--- src/rtl/twc_defs.svh ---
// Purpose: Register indexes, field positions and reset values of the two-wire controller
// Assumes: Included by the controller module and the testbench
// Notes: Byte address of a register is four times its index
`ifndef TWC_DEFS_SVH
`define TWC_DEFS_SVH

// Register indexes
`define TWC_IDX_SECOND_ADDR 8'hD6
`define TWC_IDX_OWN_ADDR 8'hD7
`define TWC_IDX_MODE 8'hDA
`define TWC_IDX_STATUS 8'hDB
`define TWC_IDX_LOW 8'hDC
`define TWC_IDX_HIGH 8'hDD
`define TWC_IDX_HOLD 8'hDE
`define TWC_IDX_DATA 8'hDF

// Reset values
`define TWC_RST_ADDR 8'h00
`define TWC_RST_MODE 8'h00
`define TWC_RST_STATUS 8'h00
`define TWC_RST_LOW 8'h3F
`define TWC_RST_HIGH 8'h3F
`define TWC_RST_HOLD 8'h01
`define TWC_RST_DATA 8'hFF

// Mode control field positions
`define TWC_MB_IRQ_FLAG 7
`define TWC_MB_ENABLE 6
`define TWC_MB_SOFT_RESET 5
`define TWC_MB_IRQ_ENABLE 4
`define TWC_MB_ACK_ENABLE 3
`define TWC_MB_STOP 1
`define TWC_MB_START 0

// Own address fields
`define TWC_AB_GC_ACCEPT 0

// Bit slot of the acknowledge within a byte
`define TWC_ACK_SLOT 4'h8
`define TWC_LAST_DATA_SLOT 4'h7

`endif

--- src/rtl/twc_pkg.sv ---
// Purpose: Types shared by the two-wire controller
// Assumes: Nothing beyond the defs header
// Notes: Status word order matches the readable status register
package twc_pkg;

   typedef enum logic [2:0] {
      M_IDLE = 3'h0,
      M_START = 3'h1,
      M_LOW = 3'h2,
      M_HIGH = 3'h3,
      M_STOP_LOW = 3'h4,
      M_STOP_HIGH = 3'h5,
      M_RS_LOW = 3'h6,
      M_RS_HIGH = 3'h7
   } mst_state_t;

   typedef struct packed {
      logic gc;
      logic done;
      logic stop;
      logic sel;
      logic lost;
      logic busy;
      logic tx;
      logic ack;
   } status_t;

endpackage

--- src/rtl/two_wire_bus_controller.sv ---
// Purpose: Two-wire serial bus controller, master or slave, behind an APB slave port
// Assumes: MCLK 40 MHz, RESETN synchronous active low, open-drain pins resolved outside
// Notes: Zero-wait APB, registers one aligned word each at four times their index
//
// Summary of operation
// - Controller logic runs only while the enable bit is one.
// - Writing one to soft reset reinitialises the engine; bit clears itself.
// - Interrupt output is raised only while interrupt enable is one.
// - In the ninth slot SDA is pulled low as acknowledge when acknowledge enable is one.
// - Read-only mode bit shows one while master, zero while slave.
// - Stop request while master produces a STOP condition.
// - Start request produces START, or repeated START mid-transfer.
// - Interrupt flag reads one once an interrupt event has occurred.
// - Status top bit: address acknowledged as master, general call as slave.
// - Byte-done bit sets after each full byte except the address byte received as slave, and interrupts.
// - Stop-detected bit sets on any STOP on the bus and interrupts.
// - Slave-selected bit sets when addressed by another master and interrupts.
// - Arbitration-lost bit sets when mastership is lost and interrupts.
// - Busy bit is one between START and STOP, zero when idle.
// - Direction bit is one while transmitter, zero while receiver.
// - Acknowledge bit shows an acknowledge in the ninth slot of the last byte.
// - Every interrupt but stop holds SCL low until status is written.
// - Any status write clears the event bits and releases SCL.
// - Master SCL low lasts four times low count plus one clocks.
// - Master SCL high lasts four times high count plus three clocks.
// - SDA changes hold count plus one clocks after each SCL falling edge.
// - Data register supplies transmitted bytes and captures received bytes.
// - Slave selects only on address match with acknowledge enable, else idles.
// - Received address compares with own and second address; general call only if accepted.
//
// The implementer's own choice: the APB interface to the registers.
`timescale 1ns/1ps
`include "twc_defs.svh"

module two_wire_bus_controller
   import twc_pkg::*;
#(
   parameter int ADDR_W = 12
) (
   // System
   input wire logic MCLK,
   input wire logic RESETN,
   // APB slave
   input wire logic PSEL,
   input wire logic PENABLE,
   input wire logic PWRITE,
   input wire logic [ADDR_W-1:0] PADDR,
   input wire logic [31:0] PWDATA,
   output logic [31:0] PRDATA,
   output logic PREADY,
   output logic PSLVERR,
   // Two-wire pins, open drain
   input wire logic SCL_SENSE,
   output logic SCL_LEVEL,
   output logic SCL_PULL,
   input wire logic SDA_SENSE,
   output logic SDA_LEVEL,
   output logic SDA_PULL,
   // Interrupt
   output logic IRQ
);

   if (ADDR_W < 11) begin : g_check
      $error("ADDR_W must be at least 11 to reach the register window");
   end

   function automatic logic [9:0] phase_len(input logic [7:0] v, input logic [1:0] extra);
      return {v, 2'b00} + {8'h00, extra};
   endfunction

   function automatic logic [1:0] addr_hit(input logic [6:0] a, input logic [7:0] r);
      logic gc;
      gc = (a == 7'h00) && r[`TWC_AB_GC_ACCEPT];
      return {gc, ((a != 7'h00) && (a == r[7:1])) || gc};
   endfunction

   ////////////////////////////////////////////////////////////////////////////////////////
   // APB decode
   logic [7:0] idx;
   logic addr_ok, wr_en, wr_mode, stat_wr;
   assign idx = PADDR[9:2];
   assign addr_ok = (PADDR[1:0] == 2'h0) && (PADDR[ADDR_W-1:10] == '0) &&
                    (idx inside {`TWC_IDX_SECOND_ADDR, `TWC_IDX_OWN_ADDR, `TWC_IDX_MODE,
                                 `TWC_IDX_STATUS, `TWC_IDX_LOW, `TWC_IDX_HIGH,
                                 `TWC_IDX_HOLD, `TWC_IDX_DATA});
   assign wr_en = PSEL && PENABLE && PWRITE && addr_ok;
   assign wr_mode = wr_en && (idx == `TWC_IDX_MODE);
   assign stat_wr = wr_en && (idx == `TWC_IDX_STATUS);
   assign PREADY = 1'b1;
   assign PSLVERR = PSEL && PENABLE && !addr_ok;

   // Configuration
   logic [7:0] sar_q, sar1_q, low_q, high_q, hold_count_q;
   logic enable_q, irq_en_q, ack_en_q, soft_rst_q, erst, srst;
   always_ff @(posedge MCLK) begin
      if (!RESETN) begin
         sar_q <= `TWC_RST_ADDR;
         sar1_q <= `TWC_RST_ADDR;
         low_q <= `TWC_RST_LOW;
         high_q <= `TWC_RST_HIGH;
         hold_count_q <= `TWC_RST_HOLD;
         enable_q <= 1'b0;
         irq_en_q <= 1'b0;
         ack_en_q <= 1'b0;
      end else if (wr_en) begin
         unique case (idx)
            `TWC_IDX_OWN_ADDR: sar_q <= PWDATA[7:0];
            `TWC_IDX_SECOND_ADDR: sar1_q <= PWDATA[7:0];
            `TWC_IDX_LOW: low_q <= PWDATA[7:0];
            `TWC_IDX_HIGH: high_q <= PWDATA[7:0];
            `TWC_IDX_HOLD: hold_count_q <= PWDATA[7:0];
            `TWC_IDX_MODE: begin
               enable_q <= PWDATA[`TWC_MB_ENABLE];
               irq_en_q <= PWDATA[`TWC_MB_IRQ_ENABLE];
               ack_en_q <= PWDATA[`TWC_MB_ACK_ENABLE];
            end
            default: ;
         endcase
      end
   end

   // Pulse lasts one clock; the mode read returns this bit as a constant zero
   always_ff @(posedge MCLK) begin
      if (!RESETN) soft_rst_q <= 1'b0;
      else soft_rst_q <= wr_mode && PWDATA[`TWC_MB_SOFT_RESET];
   end
   assign srst = !RESETN || soft_rst_q;
   assign erst = srst || !enable_q;

   ////////////////////////////////////////////////////////////////////////////////////////
   // Pin sampling: three stages, level accepted when the last two agree
   logic [2:0] scl_s_q, sda_s_q;
   logic scl_f_q, sda_f_q, scl_p_q, sda_p_q;
   always_ff @(posedge MCLK) begin
      if (!RESETN) begin
         scl_s_q <= 3'h7;
         sda_s_q <= 3'h7;
         scl_f_q <= 1'b1;
         sda_f_q <= 1'b1;
         scl_p_q <= 1'b1;
         sda_p_q <= 1'b1;
      end else begin
         scl_s_q <= {scl_s_q[1:0], SCL_SENSE};
         sda_s_q <= {sda_s_q[1:0], SDA_SENSE};
         if (scl_s_q[1] == scl_s_q[2]) scl_f_q <= scl_s_q[2];
         if (sda_s_q[1] == sda_s_q[2]) sda_f_q <= sda_s_q[2];
         scl_p_q <= scl_f_q;
         sda_p_q <= sda_f_q;
      end
   end

   logic scl_rise, scl_fall, start_det, stop_det;
   assign scl_rise = scl_f_q && !scl_p_q;
   assign scl_fall = !scl_f_q && scl_p_q;
   assign start_det = enable_q && scl_f_q && scl_p_q && sda_p_q && !sda_f_q;
   assign stop_det = enable_q && scl_f_q && scl_p_q && !sda_p_q && sda_f_q;

   ////////////////////////////////////////////////////////////////////////////////////////
   // Byte engine
   logic engaged_q, addr_ph_q, master_q, tx_q;
   logic [3:0] bitcnt_q;
   logic [7:0] data_q;
   logic [1:0] hit0, hit1;
   logic match, gc_hit, fall_byte, fall_ack, slave_take, slave_drop;
   logic ev_done, ev_sel, ev_lost, ev_stop, ev_hold, ev_any, ack_set;
   assign hit0 = addr_hit(data_q[7:1], sar_q);
   assign hit1 = addr_hit(data_q[7:1], sar1_q);
   assign match = hit0[0] || hit1[0];
   assign gc_hit = hit0[1] || hit1[1];
   assign fall_byte = scl_fall && engaged_q && (bitcnt_q == `TWC_LAST_DATA_SLOT);
   assign fall_ack = scl_fall && engaged_q && (bitcnt_q == `TWC_ACK_SLOT);
   assign slave_take = fall_byte && addr_ph_q && !master_q && match && ack_en_q;
   assign slave_drop = fall_byte && addr_ph_q && !master_q && !(match && ack_en_q);
   assign ev_sel = !erst && fall_ack && addr_ph_q && !master_q;
   assign ev_done = !erst && fall_ack && !(addr_ph_q && !master_q);
   assign ev_lost = !erst && scl_rise && engaged_q && master_q && tx_q &&
                    (bitcnt_q < `TWC_ACK_SLOT) && data_q[7] && !sda_f_q;
   assign ev_stop = !erst && stop_det;
   assign ev_hold = ev_done || ev_sel || ev_lost;
   assign ev_any = ev_hold || ev_stop;
   assign ack_set = scl_rise && engaged_q && (bitcnt_q == `TWC_ACK_SLOT);

   always_ff @(posedge MCLK) begin
      if (erst) begin
         engaged_q <= 1'b0;
         addr_ph_q <= 1'b0;
         bitcnt_q <= 4'h0;
      end else if (stop_det) begin
         engaged_q <= 1'b0;
         addr_ph_q <= 1'b0;
         bitcnt_q <= 4'h0;
      end else if (start_det) begin
         engaged_q <= 1'b1;
         addr_ph_q <= 1'b1;
         // The SCL fall that closes the START wraps this to slot zero
         bitcnt_q <= 4'hF;
      end else if (ev_lost) begin
         engaged_q <= 1'b0;
      end else if (scl_fall && engaged_q) begin
         if (slave_drop) engaged_q <= 1'b0;
         if (bitcnt_q == `TWC_ACK_SLOT) begin
            bitcnt_q <= 4'h0;
            addr_ph_q <= 1'b0;
         end else begin
            bitcnt_q <= bitcnt_q + 4'h1;
         end
      end
   end

   // Data register doubles as the shift register
   always_ff @(posedge MCLK) begin
      if (srst) data_q <= `TWC_RST_DATA;
      else if (scl_rise && engaged_q && (bitcnt_q < `TWC_ACK_SLOT))
         data_q <= {data_q[6:0], sda_f_q};
      else if (wr_en && (idx == `TWC_IDX_DATA)) data_q <= PWDATA[7:0];
   end

   ////////////////////////////////////////////////////////////////////////////////////////
   // Status and interrupt flag; an event always beats a clearing write
   logic gc_q, done_q, stopd_q, sel_q, lost_q, busy_q, ack_q, irq_flag_q, scl_hold_q;
   always_ff @(posedge MCLK) begin
      if (erst) begin
         gc_q <= 1'b0;
         done_q <= 1'b0;
         stopd_q <= 1'b0;
         sel_q <= 1'b0;
         lost_q <= 1'b0;
         busy_q <= 1'b0;
         tx_q <= 1'b0;
         ack_q <= 1'b0;
         scl_hold_q <= 1'b0;
      end else begin
         done_q <= ev_done || (done_q && !stat_wr);
         stopd_q <= ev_stop || (stopd_q && !stat_wr);
         sel_q <= ev_sel || (sel_q && !stat_wr);
         lost_q <= ev_lost || (lost_q && !stat_wr);
         scl_hold_q <= ev_hold || (scl_hold_q && !stat_wr);
         if (ack_set) ack_q <= !sda_f_q;
         else if (stat_wr) ack_q <= 1'b0;
         if (start_det) busy_q <= 1'b1;
         else if (stop_det) busy_q <= 1'b0;
         if (start_det) gc_q <= 1'b0;
         else if (slave_take) gc_q <= gc_hit;
         else if (fall_ack && addr_ph_q && master_q) gc_q <= ack_q;
         if (start_det) tx_q <= master_q;
         else if (fall_ack && addr_ph_q) tx_q <= master_q ? !data_q[0] : data_q[0];
      end
   end

   ////////////////////////////////////////////////////////////////////////////////////////
   // Master clock generator
   mst_state_t mst_q;
   logic [9:0] cnt_q, lo_len, hi_len;
   logic cnt_done, boundary, go_start, stop_done, start_req_q, stop_req_q;
   assign lo_len = phase_len(low_q, 2'h0);
   assign hi_len = phase_len(high_q, 2'h2);
   assign cnt_done = (cnt_q == 10'h000);
   assign boundary = (bitcnt_q == 4'h0) && !addr_ph_q;
   assign go_start = !erst && !ev_lost &&
                     ((mst_q == M_IDLE && start_req_q && !busy_q) ||
                      (mst_q == M_RS_HIGH && cnt_done));
   assign stop_done = !erst && !ev_lost && (mst_q == M_STOP_HIGH) && cnt_done;

   always_ff @(posedge MCLK) begin
      if (erst || ev_lost) begin
         mst_q <= M_IDLE;
         cnt_q <= 10'h000;
         master_q <= 1'b0;
      end else begin
         if (!cnt_done && !(mst_q == M_LOW && scl_hold_q)) cnt_q <= cnt_q - 10'h001;
         unique case (mst_q)
            M_IDLE: if (go_start) begin
               mst_q <= M_START;
               cnt_q <= hi_len;
               master_q <= 1'b1;
            end
            M_START: if (cnt_done) begin
               mst_q <= M_LOW;
               cnt_q <= lo_len;
            end
            M_LOW: if (cnt_done && !scl_hold_q) begin
               cnt_q <= (boundary && (stop_req_q || start_req_q)) ? lo_len : hi_len;
               if (boundary && stop_req_q) mst_q <= M_STOP_LOW;
               else if (boundary && start_req_q) mst_q <= M_RS_LOW;
               else mst_q <= M_HIGH;
            end
            M_HIGH: if (cnt_done) begin
               mst_q <= M_LOW;
               cnt_q <= lo_len;
            end
            M_STOP_LOW: if (cnt_done) begin
               mst_q <= M_STOP_HIGH;
               cnt_q <= hi_len;
            end
            M_STOP_HIGH: if (cnt_done) begin
               mst_q <= M_IDLE;
               master_q <= 1'b0;
            end
            M_RS_LOW: if (cnt_done) begin
               mst_q <= M_RS_HIGH;
               cnt_q <= hi_len;
            end
            M_RS_HIGH: if (cnt_done) begin
               mst_q <= M_START;
               cnt_q <= hi_len;
            end
         endcase
      end
   end

   // Requests and flag; a one written sets a request (stop only while master), a zero written clears the flag
   always_ff @(posedge MCLK) begin
      if (erst) begin
         start_req_q <= 1'b0;
         stop_req_q <= 1'b0;
         irq_flag_q <= 1'b0;
      end else begin
         if (wr_mode && PWDATA[`TWC_MB_START]) start_req_q <= 1'b1;
         else if (go_start) start_req_q <= 1'b0;
         if (wr_mode && PWDATA[`TWC_MB_STOP] && master_q) stop_req_q <= 1'b1;
         else if (stop_done) stop_req_q <= 1'b0;
         if (ev_any) irq_flag_q <= 1'b1;
         else if (stat_wr || (wr_mode && !PWDATA[`TWC_MB_IRQ_FLAG])) irq_flag_q <= 1'b0;
      end
   end
   assign IRQ = irq_flag_q && irq_en_q;

   ////////////////////////////////////////////////////////////////////////////////////////
   // SDA launch timer; a release of SCL re-arms it so freshly loaded data goes out
   logic [7:0] tmr_q;
   logic tmr_run_q, sda_bit_q, sda_val;
   always_comb begin
      sda_val = 1'b0;
      if (engaged_q && bitcnt_q < `TWC_ACK_SLOT) sda_val = tx_q && !data_q[7];
      else if (engaged_q)
         sda_val = ack_en_q && ((addr_ph_q && !master_q) || (!addr_ph_q && !tx_q));
   end

   always_ff @(posedge MCLK) begin
      if (erst || start_det || stop_det || mst_q == M_STOP_LOW || mst_q == M_RS_LOW) begin
         tmr_q <= 8'h00;
         tmr_run_q <= 1'b0;
         sda_bit_q <= 1'b0;
      end else if ((scl_fall && engaged_q) || (stat_wr && scl_hold_q)) begin
         tmr_q <= hold_count_q;
         tmr_run_q <= 1'b1;
      end else if (tmr_run_q) begin
         if (tmr_q == 8'h00) begin
            tmr_run_q <= 1'b0;
            sda_bit_q <= sda_val;
         end else begin
            tmr_q <= tmr_q - 8'h01;
         end
      end
   end

   // Pins: level always low, the enables decide
   assign SCL_LEVEL = 1'b0;
   assign SDA_LEVEL = 1'b0;
   assign SCL_PULL = scl_hold_q || mst_q inside {M_LOW, M_STOP_LOW, M_RS_LOW};
   assign SDA_PULL = (mst_q inside {M_START, M_STOP_LOW, M_STOP_HIGH}) ||
                     (!(mst_q inside {M_RS_LOW, M_RS_HIGH}) && sda_bit_q);

   ////////////////////////////////////////////////////////////////////////////////////////
   // Read data registered in the setup phase
   status_t st;
   logic [7:0] rd;
   assign st = {gc_q, done_q, stopd_q, sel_q, lost_q, busy_q, tx_q, ack_q};
   always_comb begin
      unique case (idx)
         `TWC_IDX_OWN_ADDR: rd = sar_q;
         `TWC_IDX_SECOND_ADDR: rd = sar1_q;
         `TWC_IDX_MODE: rd = {irq_flag_q, enable_q, 1'b0, irq_en_q, ack_en_q, master_q,
                              stop_req_q, start_req_q};
         `TWC_IDX_STATUS: rd = st;
         `TWC_IDX_LOW: rd = low_q;
         `TWC_IDX_HIGH: rd = high_q;
         `TWC_IDX_HOLD: rd = hold_count_q;
         `TWC_IDX_DATA: rd = data_q;
         default: rd = 8'h00;
      endcase
   end
   always_ff @(posedge MCLK) begin
      if (!RESETN) PRDATA <= 32'h0000_0000;
      else if (PSEL && !PENABLE) PRDATA <= {24'h00_0000, addr_ok ? rd : 8'h00};
   end

   ////////////////////////////////////////////////////////////////////////////////////////
   // Checks
   logic [9:0] seen_low_q, seen_high_q;
   always_ff @(posedge MCLK) begin
      if (!RESETN) begin
         seen_low_q <= 10'h000;
         seen_high_q <= 10'h000;
      end else begin
         seen_low_q <= (mst_q != M_LOW) ? 10'h000 : seen_low_q + {9'h000, !scl_hold_q};
         seen_high_q <= (mst_q != M_HIGH) ? 10'h000 : seen_high_q + 10'h001;
      end
   end
endmodule // two_wire_bus_controller

--- config.mk ---
export PLATFORM = sky130hd
export DESIGN_NAME = two_wire_bus_controller
export DESIGN_NICKNAME = d
export VERILOG_FILES = /design/src/rtl/twc_pkg.sv /design/src/rtl/two_wire_bus_controller.sv
export VERILOG_INCLUDE_DIRS = /design/src /design/src/rtl
export SDC_FILE = /design/constraint.sdc
export NUM_CORES = 1
export LEC_CHECK = 0
export ABC_CLOCK_PERIOD_IN_PS = 2300
export BUFFER_PORTS_ARGS = -buffer_cell sky130_fd_sc_hd__buf_4
export CORE_MARGIN = 2
export CORE_UTILIZATION = 28
export CTS_BUF_LIST = sky130_fd_sc_hd__clkbuf_2 sky130_fd_sc_hd__clkbuf_4 sky130_fd_sc_hd__clkbuf_8
export DETAILED_ROUTE_END_ITERATION = 6
export GPL_ROUTABILITY_DRIVEN = 0
export GPL_TIMING_DRIVEN = 0
export PLACE_DENSITY = 0.41
export SKIP_CTS_REPAIR_TIMING = 1
export SLEW_MARGIN = 5
export SYNTH_ARGS = -nofsm -noshare
export SYNTH_HDL_FRONTEND = slang
export SYNTH_SLANG_ARGS = --single-unit
--- constraint.sdc ---
create_clock -name MCLK -period 2.3 [get_ports MCLK]
set_input_delay 0.345 -clock MCLK [delete_from_list [all_inputs] [get_ports MCLK]]
set_output_delay 0.345 -clock MCLK [all_outputs]
set_load 0.005 [all_outputs]
==> results by group <==
Outcome
  • Status: finished, final reports clean

Synthesis
  • Sequential share of the synthesized area: 35.21%
  • Largest family of logic cells by synthesized area: simple AND/OR/NAND/NOR gates
  • Post-synth cell types: 74
  • EDFF count, synth: 0
  • XOR/XNOR Fraction of Synth Area: 3.026%
  • Yosys reg bits: 112
  • Ys flop type: dfxtp_1
  • Mapped Cells: 784
  • Post-Synthesis Cell Area: 0.006369 mm2
  • Synth Area in Compound Gates: 18.94%
  • Synth async-reset ratio: 0%
  • Mean Syn Cell Area: 8.123 um2
  • Syn. warnings: 0
  • Synth Area in Simple Gates: 25.60%
  • Mux cell area share after synthesis: 8.959%
  • Post-Synth Adder-Cell Area: 1.179%

Flow run
  • Max-Cap Viols: 0

Timing
  • RSZ-0062 raised after global routing: true
  • Hold WS: 0.1062 ns
  • Tmin final: 2.226 ns
  • Crit share post-route: 96.78%
  • Final setup vio count: 0
  • Worst Max-Slew Pin Slew: 1.126 ns
  • Max-slew headroom: 24.88%
  • F_max: 0.4493 GHz
  • Hold Violations, Final: 0
  • Clk_skew: 0.01343 ns
  • Fin. max-slew vios: 0

Worst setup path
  • FF-to-FF Start: bitcnt_q[3]
  • Crit path to: cnt_q[3]
  • CP Capture Type: register
  • CP Data Arrival Time: 2.51 ns
  • Crit path max fanout: 9
  • Worst-case reg-to-reg path depth: 8
  • Startpoint Class: register
  • Setup Crit Path Kind: reg -> reg
  • Reg2reg setup slack: 0.07 ns
  • R2r endpoint: cnt_q[3]
  • Worst EP required: 2.59 ns
  • Worst Setup SP: bitcnt_q[3]

Clocking
  • Clock Path Buffers: 2
  • H-tree depth: 3
  • CTS buffer count: 9
  • Clock Latency Late Sink: 0.41 ns
  • Clock root cell: clkbuf_8
  • Clk slew on worst S/H paths: 0.11 ns
  • TritonCTS clock tree: done
  • Clock sinks: 112

Detailed routing
  • Post-route ant nets: 0
  • WL/cell: 19.04 um
  • Starting DRT DRC Count: 397
  • Final WL: 21900 um
  • DRC: 0
  • Via count: 5834
  • Drt via density: 5.073
  • Drt pass-1 iters: 5

GRT
  • GR Overflow Total: 0
  • First-pass GRT wire length: 33820 um
  • Largest net degree at the start of global routing: 19
  • Number of global-route vias before repair: 5515
  • Initial antenna violation count: 0
  • GRT Resource Usage Total: 18.55%

Placed design
  • Hpwl dp: 16310 um
  • I/O Buffers: 38
  • Placed insts: 1132

Pwr
  • LEAKAGE: 2.869 nW
  • Max VDD drop: 266.9 uV
  • Pwr per Cell Area: 457.2 mW/mm2

Layout
  • Area of the multi-input gates: 0.003857 mm2
  • Non-filler instance count after layout: 1150
  • Finished Core Util: 32.89%
  • Ant. Diodes: 0
  • Reg area: 0.002247 mm2
  • Final Net Count: 917
  • Layout cells sized above 1: 16.30%
  • Fill cells: 2451
  • Layout area overhead: 16.21%

Die
  • CORE AREA: 0.02250 mm2
  • Die extent in x: 154.8 um
  • Die height: 154.8 um
  • Die area: 0.02397 mm2
  • IO Count: 90
  • Initial Util: 28.30%
  • Site Rows: 55

Min path
  • Worst hold path class: in -> reg
## report_power, final
group          leakage (nW)  total [mW]  internal [mW]  switching (mW)
sequential            0.905        1.94           1.94         0.00168
clock                0.0898        1.21          0.444           0.765
combinational          1.87       0.231          0.101           0.130
total                  2.87        3.38           2.49           0.897
## registers in the layout (all words and copies together) (netlist names), 3 cells and up
register	flops
low_q	8
mst_q	3
sda_s_q	3
cnt_q	10
data_q	8
scl_s_q	3
bitcnt_q	4
high_q	8
PRDATA	8
sar1_q	8
hold_count_q	8
sar_q	8
tmr_q	8
## layout by cell type (no fill, tap or decap), drive strengths merged, types with 5 or more instances in the layout
cell type	count
nand2	117
dfxtp	112
buf	85
nor2	49
nand3	42
clkbuf	40
a21oi	39
mux2i	39
o21ai	34
conb	27
nor2b	21
a21boi	19
nor3	18
nand2b	16
mux2	16
inv	16
a22oi	13
xnor2	12
xor2	10
and3	9
a31oi	9
nor4	9
a211oi	8
nand4	7
o22ai	7
a22o	7
a221oi	6
ha	6
nor3b	5
## cells in the mapped netlist, drive strengths merged (6+ instances only)
cell type	count	area [um2]
xnor2	12	105.1
nand3	42	210.2
inv	14	52.55
a211oi	8	60.06
a22oi	13	97.59
clkbuf	31	116.4
nor2b	21	131.4
a31oi	9	62.56
dfxtp	112	2242
xor2	10	87.58
nand2	117	439.2
nor3	18	105.1
a221oi	6	52.55
o21ai	34	170.2
buf	43	275.3
ha	6	75.07
mux2i	39	390.4
nand4	7	43.79
a21oi	39	195.2
nand2b	16	100.1
nor2	49	191.4
a21boi	19	142.6
and3	9	56.30
a22o	7	61.31
mux2	16	180.2
o22ai	7	43.79
nor4	9	56.30
## metrics by stage
step	power, mW	setup WS (ns)	cell area, um2	TNS (ns)
after floorplan	2.115	0.3535	6462	0
after global placement	2.219	-0.2632	7104	-3.765
after detailed placement	2.217	-0.2825	7104	-6.643
after CTS	3.411	-0.2990	7287	-1.310
after global routing	3.500	-0.04862	7401	-0.1128
final	3.384	0.07415	7401	0
## cells by family (layout without fill, tap and decap cells)
family,Yosys count,count (layout)
buffers and inverters,88,144
other,2,27
AO/OA/AOI/OAI,175,175
multiplexers,55,55
adder cells (fa/ha/maj),6,6
AND/OR/NAND/NOR,324,324
flip-flops,112,112
XOR/XNOR,22,22
## worst min path at each step
stage / from / end / slack [ns] / cells past startpoint
finish: SCL_SENSE / scl_s_q[0] / 0.11 / 2
global route: SCL_SENSE / scl_s_q[0] / 0.11 / 2
CTS: SCL_SENSE / scl_s_q[0] / 0.1 / 2
detailed placement: scl_s_q[0] / scl_s_q[1] / 0.41 / 1
global placement: sda_s_q[0] / sda_s_q[1] / 0.41 / 1
floorplan: scl_s_q[0] / scl_s_q[1] / 0.39 / 1
## metal layers
metal / global-route usage (%) / routed length, um / up-vias
met5: 0 / 0 / -
met4: 7.760 / 653 / 0
met3: 1.849 / 691 / 33
met2: 30.00 / 10140 / 144
met1: 25.31 / 10410 / 2759
li1: - / - / 2898
## worst max-delay path: stages (launching register included)
cell,delay [ns]
dfxtp_1,0.31
buf_2,0.17
nand2b_1,0.22
o41ai_4,0.30
buf_4,0.20
or2b_2,0.20
o41ai_4,0.14
a221oi_1,0.44
a21oi_1,0.12
## cell type report
type                            instances  area share (%)
Buffer                                 71           5.156
Clock buffer                           11           1.961
Clock inverter                          5          0.5072
Inverter                               14          0.7101
Multi-Input combinational cell        609           52.12
Sequential cell                       112           30.36
Tap cell                              285           4.818
Timing Repair Buffer                   43           4.362
No activity file was read; power rests on OpenSTA's default activity.
